### src/lcdo_pkg.sv
// Package: constants, register map and carrier types of the limit check output block
package lcdo_pkg;

  // Sizes
  localparam int NUM_PORTS = 8;
  localparam int NUM_TERMS = 8;
  localparam int NUM_SRC = 16;
  localparam int VAL_W = 16;
  localparam int SEL_W = 4;
  localparam int N_W = 8;
  localparam int TERM_AW = 6;
  localparam int ADDR_W = 8;
  localparam int DATA_W = 32;

  // Register word addresses
  localparam logic [ADDR_W-1:0] ADDR_CTRL = 8'h00;
  localparam logic [ADDR_W-1:0] ADDR_STATUS = 8'h01;
  localparam logic [ADDR_W-1:0] ADDR_TERM_IDX = 8'h02;
  localparam logic [ADDR_W-1:0] ADDR_TERM_LIM = 8'h03;
  localparam logic [ADDR_W-1:0] ADDR_TERM_CTL = 8'h04;
  localparam logic [ADDR_W-1:0] ADDR_SERIES_BASE = 8'h10;

  // Control register fields
  localparam int CTRL_IFACE_BIT = 0;
  localparam int CTRL_ACTIVE_BIT = 1;
  localparam int CTRL_INVLVL_BIT = 2;
  localparam logic [2:0] CTRL_RST = 3'h0;

  // Status register fields
  localparam int STAT_RES_LSB = 0;
  localparam int STAT_BUSY_BIT = 8;
  localparam int STAT_RAW_LSB = 16;

  // Limit register fields
  localparam int LIM_MIN_LSB = 0;
  localparam int LIM_MAX_LSB = 16;

  // Term control register fields
  localparam int TCTL_SEL_LSB = 0;
  localparam int TCTL_KIND_LSB = 4;
  localparam int TCTL_INV_BIT = 6;
  localparam int TCTL_LINK_LSB = 8;

  // Series register fields
  localparam int SER_MODE_LSB = 0;
  localparam int SER_N_LSB = 8;
  localparam logic [N_W-1:0] SER_N_RST = 8'h01;

  typedef enum logic [1:0] {LINK_NONE, LINK_AND, LINK_OR, LINK_XOR} lcdo_link_type;
  typedef enum logic [1:0] {KIND_RANGE, KIND_STATUS, KIND_ALL_STATUS, KIND_PORT} lcdo_kind_type;
  typedef enum logic [2:0] {
    SER_OFF, SER_MIN_OK, SER_MIN_FAIL, SER_HOLD_OK, SER_HOLD_FAIL, SER_CYC_OK, SER_CYC_FAIL
  } lcdo_ser_mode_type;

  typedef struct packed {
    logic signed [VAL_W-1:0] lim_max;
    logic signed [VAL_W-1:0] lim_min;
    lcdo_link_type link;
    logic invert;
    lcdo_kind_type kind;
    logic [SEL_W-1:0] sel;
  } lcdo_term_type;

  localparam int TERM_W = $bits(lcdo_term_type);

  typedef struct packed {
    lcdo_ser_mode_type mode;
    logic [N_W-1:0] series_count_n;
  } lcdo_ser_cfg_type;

  typedef struct packed {
    logic [N_W-1:0] cnt;
    logic out;
  } lcdo_ser_res_type;

  typedef struct packed {
    logic [NUM_SRC-1:0][VAL_W-1:0] value;
    logic [NUM_SRC-1:0] err;
    logic err_all;
  } lcdo_meas_type;

  typedef struct packed {
    logic [ADDR_W-1:0] addr;
    logic [DATA_W-1:0] wdata;
    logic wr;
    logic rd;
  } lcdo_bus_type;

endpackage : lcdo_pkg

### src/lcdo_limit_check.sv
// Limit check evaluator driving eight digital output lines
//
// Added by the designer: the address-and-strobe port and the register addresses.
`timescale 1ns/1ps
`default_nettype none

module lcdo_limit_check #(
  parameter int NUM_PORTS = lcdo_pkg::NUM_PORTS,
  parameter int NUM_TERMS = lcdo_pkg::NUM_TERMS
) (
  // Clock and reset
  input wire logic i_clk_sys,
  input wire logic i_rst_n,
  // Register port
  input wire logic [lcdo_pkg::ADDR_W-1:0] i_addr,
  input wire logic [lcdo_pkg::DATA_W-1:0] i_wdata,
  input wire logic i_wr,
  input wire logic i_rd,
  output logic [lcdo_pkg::DATA_W-1:0] o_rdata,
  // Measurement input
  input wire logic i_meas_strobe,
  input wire lcdo_pkg::lcdo_meas_type i_meas,
  // Results
  output logic [NUM_PORTS-1:0] o_result,
  output logic o_busy,
  output logic [NUM_PORTS-1:0] o_dout,
  output logic [NUM_PORTS-1:0] o_dout_oe
);

  localparam int TOTAL = NUM_PORTS * NUM_TERMS;
  localparam int PW = $clog2(NUM_PORTS);
  localparam int TW = $clog2(NUM_TERMS);
  localparam logic [lcdo_pkg::TERM_AW-1:0] LAST_TERM = lcdo_pkg::TERM_AW'(TOTAL - 1);
  localparam logic [TW-1:0] LAST_IN_PORT = TW'(NUM_TERMS - 1);

  typedef enum logic {ST_IDLE, ST_RUN} lcdo_fsm_type;

  typedef struct packed {
    lcdo_fsm_type fsm;
    logic [2:0] ctrl;
    logic [lcdo_pkg::TERM_AW-1:0] term_idx;
    logic [lcdo_pkg::DATA_W-1:0] stage_lim;
    logic [TOTAL-1:0] term_valid;
    lcdo_pkg::lcdo_ser_cfg_type [NUM_PORTS-1:0] ser_cfg;
    logic [NUM_PORTS-1:0][lcdo_pkg::N_W-1:0] ser_cnt;
    logic [NUM_PORTS-1:0] res;
    logic [NUM_PORTS-1:0] raw;
    logic [NUM_PORTS-1:0] work;
    lcdo_pkg::lcdo_meas_type meas;
    logic [lcdo_pkg::TERM_AW-1:0] cnt;
    logic acc;
    logic chain;
    lcdo_pkg::lcdo_link_type link;
    logic [lcdo_pkg::DATA_W-1:0] rdata;
    logic [NUM_PORTS-1:0] dout;
    logic [NUM_PORTS-1:0] dout_oe;
  } lcdo_state_type;

  lcdo_state_type s_r;
  lcdo_state_type s_nxt;

  logic mem_we;
  logic [lcdo_pkg::TERM_AW-1:0] mem_raddr;
  logic [lcdo_pkg::TERM_W-1:0] mem_wdata;
  logic [lcdo_pkg::TERM_W-1:0] mem_rdata;

  // One step of the measurement-series shaping for one port
  function automatic lcdo_pkg::lcdo_ser_res_type series_step(
    input lcdo_pkg::lcdo_ser_cfg_type cfg,
    input logic [lcdo_pkg::N_W-1:0] cnt,
    input logic raw
  );
    lcdo_pkg::lcdo_ser_res_type r;
    logic tgt;
    logic [lcdo_pkg::N_W-1:0] n;
    n = (cfg.series_count_n == '0) ? lcdo_pkg::SER_N_RST : cfg.series_count_n;
    tgt = (cfg.mode == lcdo_pkg::SER_MIN_OK) || (cfg.mode == lcdo_pkg::SER_HOLD_OK) ||
          (cfg.mode == lcdo_pkg::SER_CYC_OK);
    r.cnt = cnt;
    r.out = raw;
    unique case (cfg.mode)
      lcdo_pkg::SER_OFF: begin
        r.cnt = '0;
        r.out = raw;
      end
      lcdo_pkg::SER_MIN_OK, lcdo_pkg::SER_MIN_FAIL: begin
        // Run length of the target result, saturating
        if (raw == tgt) begin
          r.cnt = (cnt == '1) ? cnt : cnt + lcdo_pkg::N_W'(1);
        end else begin
          r.cnt = '0;
        end
        r.out = (r.cnt >= n) ? tgt : ~tgt;
      end
      lcdo_pkg::SER_HOLD_OK, lcdo_pkg::SER_HOLD_FAIL: begin
        if (raw == tgt) begin
          r.cnt = n - lcdo_pkg::N_W'(1);
          r.out = tgt;
        end else if (cnt != '0) begin
          r.cnt = cnt - lcdo_pkg::N_W'(1);
          r.out = tgt;
        end else begin
          r.out = raw;
        end
      end
      lcdo_pkg::SER_CYC_OK, lcdo_pkg::SER_CYC_FAIL: begin
        if (cnt >= n - lcdo_pkg::N_W'(1)) begin
          r.cnt = '0;
          r.out = tgt;
        end else begin
          r.cnt = cnt + lcdo_pkg::N_W'(1);
          r.out = ~tgt;
        end
      end
      default: begin
        r.cnt = '0;
        r.out = raw;
      end
    endcase
    return r;
  endfunction : series_step

  lcdo_term_mem #(
    .DEPTH(TOTAL),
    .AW(lcdo_pkg::TERM_AW),
    .W(lcdo_pkg::TERM_W)
  ) u_term_mem (
    .i_clk_sys(i_clk_sys),
    .i_we(mem_we),
    .i_waddr(s_r.term_idx),
    .i_wdata(mem_wdata),
    .i_raddr(mem_raddr),
    .o_rdata(mem_rdata)
  );

  // Term memory writes and the read address that runs one entry ahead
  always_comb begin
    mem_we = i_wr && (i_addr == lcdo_pkg::ADDR_TERM_CTL);
    mem_wdata = {s_r.stage_lim[lcdo_pkg::LIM_MAX_LSB +: lcdo_pkg::VAL_W],
                 s_r.stage_lim[lcdo_pkg::LIM_MIN_LSB +: lcdo_pkg::VAL_W],
                 i_wdata[lcdo_pkg::TCTL_LINK_LSB +: 2],
                 i_wdata[lcdo_pkg::TCTL_INV_BIT],
                 i_wdata[lcdo_pkg::TCTL_KIND_LSB +: 2],
                 i_wdata[lcdo_pkg::TCTL_SEL_LSB +: lcdo_pkg::SEL_W]};
    mem_raddr = (s_r.fsm == ST_IDLE) ? '0 : s_r.cnt + lcdo_pkg::TERM_AW'(1);
  end

  always_comb begin
    lcdo_pkg::lcdo_term_type t;
    logic signed [lcdo_pkg::VAL_W-1:0] v;
    logic hit;
    logic term;
    logic acc_new;
    logic [PW-1:0] port;
    logic [TW-1:0] tpos;
    lcdo_pkg::lcdo_ser_res_type sr;
    logic [NUM_PORTS-1:0] work_new;
    t = lcdo_pkg::lcdo_term_type'(mem_rdata);
    v = '0;
    hit = 1'b0;
    term = 1'b0;
    acc_new = 1'b0;
    port = s_r.cnt[lcdo_pkg::TERM_AW-1 -: PW];
    tpos = s_r.cnt[TW-1:0];
    sr = '0;
    work_new = s_r.work;
    s_nxt = s_r;

    // Register writes
    if (i_wr) begin
      if (i_addr == lcdo_pkg::ADDR_CTRL) begin
        s_nxt.ctrl = i_wdata[2:0];
      end else if (i_addr == lcdo_pkg::ADDR_TERM_IDX) begin
        s_nxt.term_idx = i_wdata[lcdo_pkg::TERM_AW-1:0];
      end else if (i_addr == lcdo_pkg::ADDR_TERM_LIM) begin
        s_nxt.stage_lim = i_wdata;
      end else if (i_addr == lcdo_pkg::ADDR_TERM_CTL) begin
        s_nxt.term_valid[s_r.term_idx] = 1'b1;
      end else if (i_addr[lcdo_pkg::ADDR_W-1:PW] ==
                   lcdo_pkg::ADDR_SERIES_BASE[lcdo_pkg::ADDR_W-1:PW]) begin
        s_nxt.ser_cfg[i_addr[PW-1:0]].mode =
          lcdo_pkg::lcdo_ser_mode_type'(i_wdata[lcdo_pkg::SER_MODE_LSB +: 3]);
        s_nxt.ser_cfg[i_addr[PW-1:0]].series_count_n =
          i_wdata[lcdo_pkg::SER_N_LSB +: lcdo_pkg::N_W];
        s_nxt.ser_cnt[i_addr[PW-1:0]] = '0;
      end
    end

    // Register reads, answered in the next cycle; unmapped reads give zero
    s_nxt.rdata = '0;
    if (i_rd) begin
      if (i_addr == lcdo_pkg::ADDR_CTRL) begin
        s_nxt.rdata[2:0] = s_r.ctrl;
      end else if (i_addr == lcdo_pkg::ADDR_STATUS) begin
        s_nxt.rdata[lcdo_pkg::STAT_RES_LSB +: NUM_PORTS] = s_r.res;
        s_nxt.rdata[lcdo_pkg::STAT_BUSY_BIT] = (s_r.fsm == ST_RUN);
        s_nxt.rdata[lcdo_pkg::STAT_RAW_LSB +: NUM_PORTS] = s_r.raw;
      end else if (i_addr == lcdo_pkg::ADDR_TERM_IDX) begin
        s_nxt.rdata[lcdo_pkg::TERM_AW-1:0] = s_r.term_idx;
      end else if (i_addr == lcdo_pkg::ADDR_TERM_LIM) begin
        s_nxt.rdata = s_r.stage_lim;
      end else if (i_addr[lcdo_pkg::ADDR_W-1:PW] ==
                   lcdo_pkg::ADDR_SERIES_BASE[lcdo_pkg::ADDR_W-1:PW]) begin
        s_nxt.rdata[lcdo_pkg::SER_MODE_LSB +: 3] = s_r.ser_cfg[i_addr[PW-1:0]].mode;
        s_nxt.rdata[lcdo_pkg::SER_N_LSB +: lcdo_pkg::N_W] =
          s_r.ser_cfg[i_addr[PW-1:0]].series_count_n;
      end
    end

    unique case (s_r.fsm)
      ST_IDLE: begin
        // Strobes during a running evaluation are ignored
        if (i_meas_strobe) begin
          s_nxt.fsm = ST_RUN;
          s_nxt.meas = i_meas;
          s_nxt.cnt = '0;
          s_nxt.work = s_r.res;
        end
      end
      ST_RUN: begin
        // Term evaluation, one term per cycle in ascending order
        if (!s_r.term_valid[s_r.cnt]) begin
          t = '0;
          t.lim_max = '1;
          t.lim_max[lcdo_pkg::VAL_W-1] = 1'b0;
          t.lim_min = '0;
          t.lim_min[lcdo_pkg::VAL_W-1] = 1'b1;
        end
        v = signed'(s_r.meas.value[t.sel]);
        unique case (t.kind)
          lcdo_pkg::KIND_RANGE: hit = (v >= t.lim_min) && (v <= t.lim_max);
          lcdo_pkg::KIND_STATUS: hit = ~s_r.meas.err[t.sel];
          lcdo_pkg::KIND_ALL_STATUS: hit = ~s_r.meas.err_all;
          lcdo_pkg::KIND_PORT: hit = s_r.work[t.sel[PW-1:0]];
        endcase
        term = hit ^ t.invert;
        if (tpos == '0) begin
          acc_new = term;
          s_nxt.chain = (t.link != lcdo_pkg::LINK_NONE);
        end else if (s_r.chain) begin
          unique case (s_r.link)
            lcdo_pkg::LINK_AND: acc_new = s_r.acc & term;
            lcdo_pkg::LINK_OR: acc_new = s_r.acc | term;
            lcdo_pkg::LINK_XOR: acc_new = s_r.acc ^ term;
            lcdo_pkg::LINK_NONE: acc_new = s_r.acc;
          endcase
          s_nxt.chain = (t.link != lcdo_pkg::LINK_NONE);
        end else begin
          acc_new = s_r.acc;
        end
        s_nxt.acc = acc_new;
        s_nxt.link = t.link;

        // Close the port after its last term
        if (tpos == LAST_IN_PORT) begin
          sr = series_step(s_r.ser_cfg[port], s_r.ser_cnt[port], acc_new);
          s_nxt.ser_cnt[port] = sr.cnt;
          s_nxt.raw[port] = acc_new;
          work_new[port] = sr.out;
          s_nxt.work = work_new;
        end
        if (s_r.cnt == LAST_TERM) begin
          s_nxt.fsm = ST_IDLE;
          s_nxt.res = work_new;
        end else begin
          s_nxt.cnt = s_r.cnt + lcdo_pkg::TERM_AW'(1);
        end
      end
    endcase

    // Output lines follow the committed results only
    if (s_nxt.ctrl[lcdo_pkg::CTRL_IFACE_BIT] && s_nxt.ctrl[lcdo_pkg::CTRL_ACTIVE_BIT]) begin
      s_nxt.dout = s_nxt.res ^ {NUM_PORTS{s_nxt.ctrl[lcdo_pkg::CTRL_INVLVL_BIT]}};
      s_nxt.dout_oe = '1;
    end else begin
      s_nxt.dout = '0;
      s_nxt.dout_oe = '0;
    end
  end

  always_ff @(posedge i_clk_sys) begin
    if (!i_rst_n) begin
      s_r <= '0;
      s_r.fsm <= ST_IDLE;
      s_r.ctrl <= lcdo_pkg::CTRL_RST;
    end else begin
      s_r <= s_nxt;
    end
  end

  assign o_rdata = s_r.rdata;
  assign o_result = s_r.res;
  assign o_busy = (s_r.fsm == ST_RUN);
  assign o_dout = s_r.dout;
  assign o_dout_oe = s_r.dout_oe;

endmodule : lcdo_limit_check

`default_nettype wire

### src/lcdo_term_mem.sv
// Term configuration memory with registered read data
`timescale 1ns/1ps
`default_nettype none

module lcdo_term_mem #(
  parameter int DEPTH = 64,
  parameter int AW = 6,
  parameter int W = 41
) (
  // Clock
  input wire logic i_clk_sys,
  // Write port
  input wire logic i_we,
  input wire logic [AW-1:0] i_waddr,
  input wire logic [W-1:0] i_wdata,
  // Read port
  input wire logic [AW-1:0] i_raddr,
  output logic [W-1:0] o_rdata
);

  logic [W-1:0] mem [DEPTH];

  always_ff @(posedge i_clk_sys) begin
    if (i_we) begin
      mem[i_waddr] <= i_wdata;
    end
    o_rdata <= mem[i_raddr];
  end

endmodule : lcdo_term_mem

`default_nettype wire

### config.mk
export PLATFORM = sky130hd
export DESIGN_NAME = lcdo_limit_check
export DESIGN_NICKNAME = d
export VERILOG_FILES = /design/src/lcdo_pkg.sv /design/src/lcdo_limit_check.sv /design/src/lcdo_term_mem.sv
export SDC_FILE = /design/constraint.sdc
export NUM_CORES = 2
export LEC_CHECK = 0
export ABC_AREA = 1
export BUFFER_PORTS_ARGS = -buffer_cell sky130_fd_sc_hd__clkbuf_2
export CAP_MARGIN = 20
export CORE_MARGIN = 4
export CORE_UTILIZATION = 60
export DETAILED_ROUTE_END_ITERATION = 8
export PLACE_DENSITY_LB_ADDON = 0.15
export REMOVE_ABC_BUFFERS = 1
export SLEW_MARGIN = 20
export SYNTH_ARGS = -nofsm -noshare
export SYNTH_HDL_FRONTEND = slang
export SYNTH_HIERARCHICAL = 1
export SYNTH_SLANG_ARGS = --single-unit
### constraint.sdc
create_clock -name i_clk_sys -period 18.4 [get_ports i_clk_sys]
set_input_delay 0.92 -clock i_clk_sys [delete_from_list [all_inputs] [get_ports i_clk_sys]]
set_output_delay 0.92 -clock i_clk_sys [all_outputs]
set_load 0.05 [all_outputs]
==> metrics <==
Max Clock Freq=roughly 92 MHz; Adder-Cell Fraction of Synth Area=0.528%; multi-input gate area in the final layout=0.0380 mm²; asr flop ratio synth=0%; syn avg cell area=10.6 µm²; 1st-iter DRT viols=14644; cell repeated most along the worst path=nand2_1; status=complete, no violations; fin worst setup slack=7.54 ns; pwr/cell area=~110 mW/mm²; area share of and/or/nand/nor cells after synthesis=22.6%; EDFF count, synth=roughly 2600; Placement Rows=173; layout filler cell count=16826; chip width=482 µm; total die area=~0.23 mm²; drt total wl=415000 µm; GP Congestion=0.922; Least-Margin Pin Slew=1.19 ns; Leak Pwr=~55 nW; DR DRC count=0; WS Path Type=register to register; WL/cell=between 20 and 30 µm; core footprint=0.223 mm²; WP buf/inv=7; Top Family by Delay on Critical Path=simple AND/OR/NAND/NOR gates; initial antenna violation count=31; most frequent cells in the layout=nand2_1, nand3_1, edfxtp_1; RSZ-0062 raised after global routing=no; final-report setup violation count=0; pin count of the biggest net entering global routing=about 200; GR Util All Layers=34.9%; Area growth syn-to-layout=10.6%; global-route wire length before repair=a little over 600000 µm; DIE HEIGHT=482 µm; Total Nets Final=13208; crit-path max FO=85; Crit path largest cell delay=0.74 ns; total grt overflow=0; predominant post-synthesis flop cell=edfxtp_1; Synth Area in XOR/XNOR=0.0973%; length of the first detailed-routing pass in iterations=9; number of global-route vias before repair=94843; Final Non-Filler Cells=around 16000; Netlist Area Pre-Place=0.135 mm²; Setup crit end kind=register; share of cells above drive strength 1=9.58%; crit path DAT=11.68 ns; via count=100539; # IOs=~380; Clock Tree Buf Depth=4; Max-Cap Viols=0; Hold Buf Count CTS=0; Starting Density=60.5%; flip-flop and latch area=slightly above 0.09 mm²; #FFs+latches synth=3271; cts repair resizes=0; skew final=0.0586 ns; WP data required=19.21 ns; Clock H-tree levels=5; CTS Buf Count=340; Final HPWL DP=around 220000 µm; clock slew at reported path FFs=0.06 ns; ANT nets after route=0; worst hold path type=primary input to register; clock sink total=about 3300; crit path launch type=register; postcts setup bufs=0; Syn Inst Count=roughly 13000; post-synthesis mux area share=0.00742%; peak supply drop=0.106 mV; TritonCTS clock tree=built; most common cell after layout, fill and taps aside=nand2_1; largest family of logic cells by synthesized area=simple AND/OR/NAND/NOR gates; Synth Area in Compound Gates=4.47%; clock root cell=clkbuf_16; IO buf count=374; Tmin final=roughly 11 ns; placed insts=15466; sequential fraction of the synthesis area=68.0%; Synth warnings=6; worst-skew pair later-pin latency=0.97 ns; max-slew violation count=0; headroom to the max-slew limit=20.7%; slowest CP cell=buf_4; pre-CTS setup slack=7.57 ns; Final Cycle Share=59.0%; synth unique cells=54; final hold violation count=0; Vias/cell=approximately 6.2
cells by family (layout without fill, tap and decap cells):
group | after synthesis | count (layout)
xor gates and xnor gates | 15 | 15
adders and majority gates | 57 | 57
buffers and inverters | 1251 | 1538
AOI/OAI and AO/OA | 1060 | 1060
muxes | 1 | 1
and+or+nand+nor | 7135 | 7135
other | 0 | 37
DFF | 3271 | 3271
where the power goes:
group / leakage [nW] / switching (mW) / internal [mW]
clock: 5.21 / 2.78 / 3.87
combinational: 20.2 / 0.864 / 0.339
sequential: 29.4 / 0.0520 / 7.97
total: 54.9 / 3.69 / 12.2
through the flow:
stage	hold slack (ns)	utilization, %	setup TNS, ns	cell area (µm²)	power, mW
after global routing	0.215	66.9	0	149000	16.4
after CTS	0.167	66.9	0	149000	15.9
after global placement	0.439	62.1	0	139000	9.34
after floorplan	0.429	-	-4208.20	130000	9.41
after detailed placement	0.445	62.2	0	139000	9.36
final	0.220	67.0	0	149000	15.9
sequential cells by signal, indices dropped and copies added (netlist names), named ones only:
| register | flops |
|---|---|
| u_term_mem/mem | 2624 |
| o_dout_oe | 1 |
| o_rdata | 32 |
| s_r | 428 |
| o_dout | 8 |
| o_busy | 1 |
| mem_wdata | 32 |
| u_term_mem/o_rdata | 41 |
| o_result | 8 |
final timing paths:
| kind | start | endpoint | slack (ns) | cells after the start |
|---|---|---|---|---|
| worst max-delay path | s_r[52] | o_dout[6] | 7.54 | 56 |
| worst min-delay path | i_meas[21] | s_r[79] | 0.22 | 3 |
| worst max register to register | s_r[52] | o_dout[6] | 7.54 | 56 |
| worst min register to register | s_r[561] | s_r[561] | 0.45 | 2 |
final cells by class:
class                      instances  area share (%)
inverter                         359           0.949
antenna                           37          0.0620
clock buffer                     453            6.28
timing repair buffer             593            2.47
sequential                      3271            61.5
clock inverter                   133           0.827
multi-input combinational       8268            25.4
tap                             2975            2.49
per-layer routing:
metal  up-vias  track usage [%]  share of wire, %
li1      44654                -                 -
met1     48503             48.5                38
met2      6206             54.4                46
met3      1162             6.52                12
met4        14             15.1               4.5
met5         -                0             0.023
cell usage after synthesis (4+ instances only):
master	number	area share, %
nand2_1	3391	9.4
nand3_1	2657	9.9
edfxtp_1	2624	58
nor2_1	911	2.5
dfxtp_1	647	9.6
o21ai_0	479	1.8
buf_2	347	1.3
inv_1	330	0.92
clkbuf_1	318	0.88
a21oi_1	298	1.1
buf_4	116	0.65
buf_1	75	0.21
o22ai_1	66	0.31
nor3_1	65	0.24
ha_1	57	0.53
a221oi_1	49	0.32
o211ai_1	36	0.20
buf_6	35	0.29
nand4_1	35	0.16
or2_2	33	0.15
a211oi_1	31	0.17
o31ai_1	28	0.16
inv_2	18	0.050
xor2_1	14	0.091
nand2_2	13	0.060
nor4_1	13	0.060
a22o_1	12	0.078
o21a_1	11	0.061
a22oi_1	10	0.056
clkinv_1	10	0.028
o2111ai_1	10	0.065
o21ai_1	8	0.030
nor2_2	6	0.028
a31oi_1	4	0.019
nand2_4	4	0.033
tightest hold or removal path, cell delays in order:
cell	delay, ns
clkbuf_2	0.07
o21ai_0	0.08
nor2_1	0.08
(Power assumes the default switching activity.)
